### config.mk
export PLATFORM = sky130hd
export DESIGN_NAME = dcms_switch
export DESIGN_NICKNAME = d
export VERILOG_FILES = /design/src/logic/dcms_pkg.sv /design/src/logic/dcms_switch.sv
export SDC_FILE = /design/constraint.sdc
export NUM_CORES = 1
export LEC_CHECK = 0
export BUFFER_PORTS_ARGS = -buffer_cell sky130_fd_sc_hd__buf_4
export CORE_ASPECT_RATIO = 0.9
export CORE_MARGIN = 2
export CORE_UTILIZATION = 64
export CTS_CLUSTER_DIAMETER = 150
export CTS_CLUSTER_SIZE = 14
export DETAILED_ROUTE_END_ITERATION = 8
export PLACE_DENSITY = 0.88
export SKIP_LAST_GASP = 1
export SYNTH_ARGS = -nofsm -noshare
export SYNTH_HDL_FRONTEND = slang
export SYNTH_SLANG_ARGS = --single-unit
### constraint.sdc
create_clock -name clk -period 3.7 [get_ports clk]
set_input_delay 0.185 -clock clk [delete_from_list [all_inputs] [get_ports clk]]
set_output_delay 0.185 -clock clk [all_outputs]
set_load 0.03 [all_outputs]
### src/logic/dcms_pkg.sv
package dcms_pkg;

    // ****************************************************************
    // Clock and timing
    // ****************************************************************
    localparam int unsigned CLK_FREQ_HZ          = 200_000_000;
    // Sample periods in microseconds per speed grade
    localparam int unsigned SAMPLE_PERIOD_FAST_US = 4630;
    localparam int unsigned SAMPLE_PERIOD_MED_US  = 50000;
    localparam int unsigned SAMPLE_PERIOD_SLOW_US = 100000;
    localparam longint unsigned SAMPLE_PERIOD_FAST_CYC =
        (longint'(SAMPLE_PERIOD_FAST_US) * CLK_FREQ_HZ) / 1_000_000;
    localparam longint unsigned SAMPLE_PERIOD_MED_CYC =
        (longint'(SAMPLE_PERIOD_MED_US) * CLK_FREQ_HZ) / 1_000_000;
    localparam longint unsigned SAMPLE_PERIOD_SLOW_CYC =
        (longint'(SAMPLE_PERIOD_SLOW_US) * CLK_FREQ_HZ) / 1_000_000;
    // Power-on settle time, microseconds, and active window in cycles
    localparam int unsigned POWER_ON_SETTLE_TIME_US = 140;
    localparam longint unsigned POWER_ON_SETTLE_CYC =
        (longint'(POWER_ON_SETTLE_TIME_US) * CLK_FREQ_HZ) / 1_000_000;
    localparam int unsigned CNT_W = 32;

    // ****************************************************************
    // Field sample format: signed, units of 0.1 mT
    // ****************************************************************
    localparam int unsigned FIELD_W = 16;
    localparam logic [FIELD_W-1:0] OPERATE_THRESHOLD_DEF = 16'h001E; // 3.0 mT
    localparam logic [FIELD_W-1:0] RELEASE_THRESHOLD_DEF = 16'h0016; // 2.2 mT

    typedef struct packed {
        logic               valid;
        logic [FIELD_W-1:0] bz;
    } dcms_sample_s;

    typedef enum logic [1:0] {
        DCMS_SETTLE  = 2'b00,
        DCMS_MEASURE = 2'b01,
        DCMS_SLEEP   = 2'b11
    } dcms_state_e;

endpackage

### src/logic/dcms_switch.sv
`timescale 1ns/1ps
// Notes on behaviour
// - Output low on field, high otherwise
// - Either polarity detected the same way
// - Perpendicular component only, bottom-to-top positive
// - Wake, sample, update, sleep, oscillator paced
// - First sample valid within power-on settle time
// - Output latched through each sleep interval
// - New sample each period, change only on difference
// - Single fixed operating mode, no selection
// - Sample period fixed per speed grade
// - Assert low when magnitude reaches operate threshold
// - Release high when magnitude below release threshold
module dcms_switch #(
    parameter longint unsigned SAMPLE_PERIOD_CYC = dcms_pkg::SAMPLE_PERIOD_MED_CYC,
    parameter longint unsigned SETTLE_CYC        = dcms_pkg::POWER_ON_SETTLE_CYC,
    parameter logic [15:0]     OPERATE_THRESHOLD = dcms_pkg::OPERATE_THRESHOLD_DEF,
    parameter logic [15:0]     RELEASE_THRESHOLD = dcms_pkg::RELEASE_THRESHOLD_DEF
) (
    input  wire logic                 clk,
    input  wire logic                 reset_n,
    input  wire dcms_pkg::dcms_sample_s sample,
    output logic                      sample_req,
    output logic                      switch_out,
    output logic                      awake
);

    // ****************************************************************
    // Magnitude of the perpendicular field
    // ****************************************************************
    function automatic logic [15:0] dcms_abs(input logic [15:0] v);
        return v[15] ? 16'(~v + 16'h0001) : v;
    endfunction

    dcms_pkg::dcms_state_e state_q, state_d;
    logic [31:0] cnt_q, cnt_d;
    logic        out_q, out_d;
    logic        first_q;

    wire [15:0] mag       = dcms_abs(sample.bz);
    wire [15:0] threshold = out_q ? OPERATE_THRESHOLD : RELEASE_THRESHOLD;
    wire        field_on  = out_q ? (mag >= threshold) : !(mag < threshold);
    wire        take      = (state_q == dcms_pkg::DCMS_MEASURE) && sample.valid;
    // A long wait for a sample must not push the next wake past a counter wrap
    wire        period_end = (cnt_q >= 32'(SAMPLE_PERIOD_CYC - 1));
    wire        settle_end = (cnt_q == 32'(SETTLE_CYC - 1));

    // ****************************************************************
    // Sequencer
    // ****************************************************************
    always_comb begin
        state_d = state_q;
        cnt_d   = cnt_q + 32'h00000001;
        out_d   = out_q;
        case (state_q)
            dcms_pkg::DCMS_SETTLE: begin
                state_d = dcms_pkg::DCMS_MEASURE;
            end
            dcms_pkg::DCMS_MEASURE: begin
                if (take) begin
                    out_d   = !field_on;
                    state_d = dcms_pkg::DCMS_SLEEP;
                end else if (first_q && settle_end) begin
                    state_d = dcms_pkg::DCMS_SLEEP;
                end
            end
            dcms_pkg::DCMS_SLEEP: begin
                if (period_end) begin
                    state_d = dcms_pkg::DCMS_MEASURE;
                    cnt_d   = 32'h00000000;
                end
            end
            default: state_d = dcms_pkg::DCMS_SETTLE;
        endcase
        if (state_q == dcms_pkg::DCMS_MEASURE && state_d == dcms_pkg::DCMS_SLEEP && !first_q)
            cnt_d = cnt_q + 32'h00000001;
    end

    always_ff @(posedge clk) begin
        if (!reset_n) begin
            state_q <= dcms_pkg::DCMS_SETTLE;
            cnt_q   <= 32'h00000000;
            out_q   <= 1'b1;
            first_q <= 1'b1;
        end else begin
            state_q <= state_d;
            cnt_q   <= cnt_d;
            out_q   <= out_d;
            if (state_q == dcms_pkg::DCMS_SLEEP)
                first_q <= 1'b0;
        end
    end

    assign sample_req = (state_q == dcms_pkg::DCMS_MEASURE);
    assign awake      = (state_q != dcms_pkg::DCMS_SLEEP);
    assign switch_out = out_q;

    // ****************************************************************
    // Check helpers
    // ****************************************************************
    // Cycles since the last wake, used to time the sample period
    logic [31:0] gap_q;
    logic        gap_run_q;

    wire         wake_edge  = (state_q == dcms_pkg::DCMS_SLEEP) && period_end;
    wire         in_band    = (mag >= RELEASE_THRESHOLD) && (mag < OPERATE_THRESHOLD);
    wire         first_miss = first_q && (state_q == dcms_pkg::DCMS_MEASURE)
                              && !take && settle_end;

    always_ff @(posedge clk) begin
        if (!reset_n) begin
            gap_q     <= 32'h00000000;
            gap_run_q <= 1'b0;
        end else if (wake_edge) begin
            gap_q     <= 32'h00000000;
            gap_run_q <= 1'b1;
        end else begin
            gap_q     <= gap_q + 32'h00000001;
        end
    end

    // ****************************************************************
    // Output checks
    // ****************************************************************
    a_sleep_holds_out: assert property (
        @(posedge clk) disable iff (!reset_n)
        (state_q == dcms_pkg::DCMS_SLEEP) && $past(state_q == dcms_pkg::DCMS_SLEEP)
        |-> $stable(switch_out))
        else $error("output moved while asleep");

    a_field_drives_low: assert property (
        @(posedge clk) disable iff (!reset_n)
        take && (dcms_abs(sample.bz) >= OPERATE_THRESHOLD)
        |=> !switch_out)
        else $error("strong field did not drive output low");

    a_weak_drives_high: assert property (
        @(posedge clk) disable iff (!reset_n)
        take && (dcms_abs(sample.bz) < RELEASE_THRESHOLD)
        |=> switch_out)
        else $error("weak field did not release output");

    a_hyst_band_holds: assert property (
        @(posedge clk) disable iff (!reset_n)
        take && (dcms_abs(sample.bz) >= RELEASE_THRESHOLD)
        && (dcms_abs(sample.bz) < OPERATE_THRESHOLD) |=> $stable(switch_out))
        else $error("output changed inside hysteresis band");

    a_polarity_same: assert property (
        @(posedge clk) disable iff (!reset_n)
        take && sample.bz[15] && (dcms_abs(sample.bz) >= OPERATE_THRESHOLD)
        |=> !switch_out)
        else $error("negative field not detected");

    a_only_measure: assert property (
        @(posedge clk) disable iff (!reset_n)
        !take
        |=> $stable(switch_out))
        else $error("output changed without sample");

    a_reset_high: assert property (
        @(posedge clk)
        !reset_n
        |=> switch_out && awake && !sample_req)
        else $error("reset did not park output high");

    // ****************************************************************
    // Sequencing checks
    // ****************************************************************
    a_sample_sleeps: assert property (
        @(posedge clk) disable iff (!reset_n)
        take
        |=> (state_q == dcms_pkg::DCMS_SLEEP))
        else $error("no sleep after sample");

    a_req_drops: assert property (
        @(posedge clk) disable iff (!reset_n)
        take
        |=> !sample_req && !awake)
        else $error("request stayed up after sample");

    a_settle_start: assert property (
        @(posedge clk) disable iff (!reset_n)
        $rose(reset_n)
        |-> ##1 sample_req)
        else $error("no first sample request");

    a_first_timeout: assert property (
        @(posedge clk) disable iff (!reset_n)
        first_miss
        |=> (state_q == dcms_pkg::DCMS_SLEEP) && switch_out)
        else $error("first wake did not give up in time");

    a_period_wake: assert property (
        @(posedge clk) disable iff (!reset_n)
        wake_edge && gap_run_q && (gap_q < 32'(SAMPLE_PERIOD_CYC))
        |-> (gap_q == 32'(SAMPLE_PERIOD_CYC - 1)))
        else $error("wake came before the sample period");

    // ****************************************************************
    // Coverage
    // ****************************************************************
    c_assert_low: cover property (
        @(posedge clk) disable iff (!reset_n) $fell(switch_out));

    c_release_high: cover property (
        @(posedge clk) disable iff (!reset_n) $rose(switch_out));

    c_wake: cover property (
        @(posedge clk) disable iff (!reset_n) $rose(sample_req));

    c_first_timeout: cover property (
        @(posedge clk) disable iff (!reset_n) first_miss);

    c_band_hold_low: cover property (
        @(posedge clk) disable iff (!reset_n) take && in_band && !switch_out);

endmodule

==> results.ini <==
[layout]
register_area_um2 = 721
nFillCells = 268
n_antenna_cell = 0
multi_input_area_um2 = 1450
utilization = 0.749
layout-drive-gt1-share = 0.157
syn_to_final_growth_pct = 11.0
fin_nets = 314

[floorplan]
dieArea_um2 = 4080
rows = 20
fp.dieH_um = 60.8
fp.dieW_um = 67.1
design.core.area_um2 = 3400
ioPinCount = 22
start_util = 0.675

[global_route]
grt-ovfl-total = 0
grt_start_max_net_pins = 33
grtUsageTotal = 0.297
antenna_found_initial = 0
grt_pass1_vias = 1961
grt_first_pass_wirelength_mm = 9.09

[logic_synthesis]
async_flop_share = 0
netlist_area_um2 = 2300
syn_inst = 280
ys_seq_area_frac = 0.314
synth-edff-count = 0
synthFlopType = dfxtp_1
yosysWarnings = 0
syn-mean-instance-area_um2 = 8.20
synth_seq_cells = 36
synthDistinctLibCells = 56
syn-num-nets = 302

[drt]
antenna_left = 0
drtIter0Drc = 160
drt-total-wl_mm = 5.40
dr.pass1.iters = 4
vias = 2138
wl_per_cell_um = 16.0
vias_per_cell = 6.34
drc_errors = 0

[timing]
slew_headroom = 0.527
setup_viol = 0
finalMaxSlewViolations = 0
maxClockFrequency_ghz = 0.417
final.setup.tns_ns = 0
min_period_ns = 2.40
finClkSkew_ns = 0.00449
fin_crit_sh = 0.648
worst_pin_slew_ns = 0.708
rsz0062_at_grt = no
hold_viol_final = 0

[setup_path]
worst_path_largest_cell_delay_ns = 0.68
worstPathRequired_ns = 3.85
worst-path-max-fanout = 17
reg2reg_slack_ns = 1.30
start_kind = flop
endpoint = cnt_q[28]
r2r_end = cnt_q[28]
r2r_cells = 7
crit_type = flop to flop
critPathArrivalTime_ns = 2.55
crit_start = cnt_q[0]
worstPathCellList = ha_1, nand3_1, nor2_1, o2111ai_1, a211oi_4, buf_4, nor3_1
crit_path_top_delay_cell = a211oi_4
worstReg2RegStart = cnt_q[0]
endpoint_kind = flop

[pwr]
p_per_area_nw_per_um2 = 341
power_leakage_nw = 0.861
total_power_mw = 0.869
peakVddDrop_v = 0.000269

[clock_tree]
cts_tree = built
cts_resized = 0
cts_max_level = 2
cts-root-buf = clkbuf_8
hold_buffers = 0
cts.clk_slew.worst_paths_ns = 0.07
cts_buffers = 5
clock-sinks = 36
cts_setup_buffers = 0
clock_path_buffers = 2
clk_latency_ns = 0.29

[worst_hold_path]
holdCritPathClass = input port to flop

[flow_run]
maxCapViolCount = 0

[place]
gp_congestion = 0.886
port_buffers = 21
dp_hpwl_mm = 3.92

[outcome]
status = complete, no violations

==> layout make-up <==
class,count,area share
sequential,36,0.283
timing repair buffer,22,0.0648
inverter,9,0.0133
clock inverter,1,0.0118
tap,44,0.0216
multi-input combinational,218,0.568
clock buffer,7,0.0378
==> where the power goes <==
part	total, mW	internal [mW]	switching, mW
clock	0.384	0.238	0.146
combinational	0.0867	0.0378	0.0489
sequential	0.399	0.393	0.00598
==> logic make-up after synthesis <==
group / share of synthesized area
AO/OA/AOI/OAI: 0.0970
XOR/XNOR: 0.122
adder cells (fa/ha/maj): 0.0164
buffers and inverters: 0.0616
flip-flops: 0.314
multiplexers: 0.00926
AND/OR/NAND/NOR: 0.380
==> synth_stat cells (7+ instances only) <==
master    number  area (µm²)
nor2_1        13        48.8
nand3_1       19        95.1
xor2_1        12         105
nor3_1        42         210
xnor2_1       20         175
clkbuf_1       9        33.8
nand2_1       19        71.3
dfxtp_1       36         721
nand4_1        9        56.3
a21oi_1        7        35.0
nor4_1         9        56.3
inv_1          9        33.8
==> worst min-delay path by stage <==
stage	start	end	slack [ns]	depth (start not counted)
after CTS	reset_n	first_q	0.07	2
after floorplan	reset_n	first_q	0.25	1
after global routing	reset_n	first_q	0.08	2
after global placement	reset_n	first_q	0.37	2
after detailed placement	reset_n	first_q	0.38	2
final	reset_n	first_q	0.07	2
==> per-stage QoR <==
| stage | cells | setup slack (ns) | cell area (µm²) | hold WS [ns] |
|---|---|---|---|---|
| final | 337 | 1.30 | 2550 | 0.0749 |
| after global routing | 337 | 1.07 | 2550 | 0.0795 |
| after CTS | 337 | 1.35 | 2550 | 0.0741 |
| after detailed placement | 329 | 1.37 | 2420 | 0.384 |
| after global placement | 329 | 1.46 | 2420 | 0.368 |
| after floorplan | 280 | 1.76 | 2300 | 0.247 |
==> worst max-delay path: cells and delay by family, from the launching register on <==
kind,cells,cell delay (ns)
fa+ha+maj,1,0.22
simple gates,3,0.40
compound gates,2,0.88
flops,1,0.40
buf+inv,1,0.35
==> state kept, by name, indices dropped and copies added (netlist names) <==
signal,count
state_q,2
cnt_q,32
switch_out,1
first_q,1
==> cells in the final DEF, fill, tap and decap left out, types with 4 or more instances in the layout <==
master / instances
a21oi_1: 7
and3_1: 5
buf_4: 22
clkbuf_8: 7
dfxtp_1: 36
inv_1: 9
nand2_1: 19
nand2b_1: 4
nand3_1: 19
nand4_1: 9
nor2_1: 13
nor3_1: 42
nor4_1: 9
o21ai_0: 4
xnor2_1: 20
xor2_1: 12
==> routing by layer <==
metal / up-vias / GRT usage / share of wire
met4: 0 / 0.0991 / 0.017
li1: 1053 / - / -
met1: 997 / 0.412 / 0.46
met5: - / 0 / 0
met2: 79 / 0.470 / 0.47
met3: 9 / 0.0557 / 0.051
(Power assumes the default switching activity.)
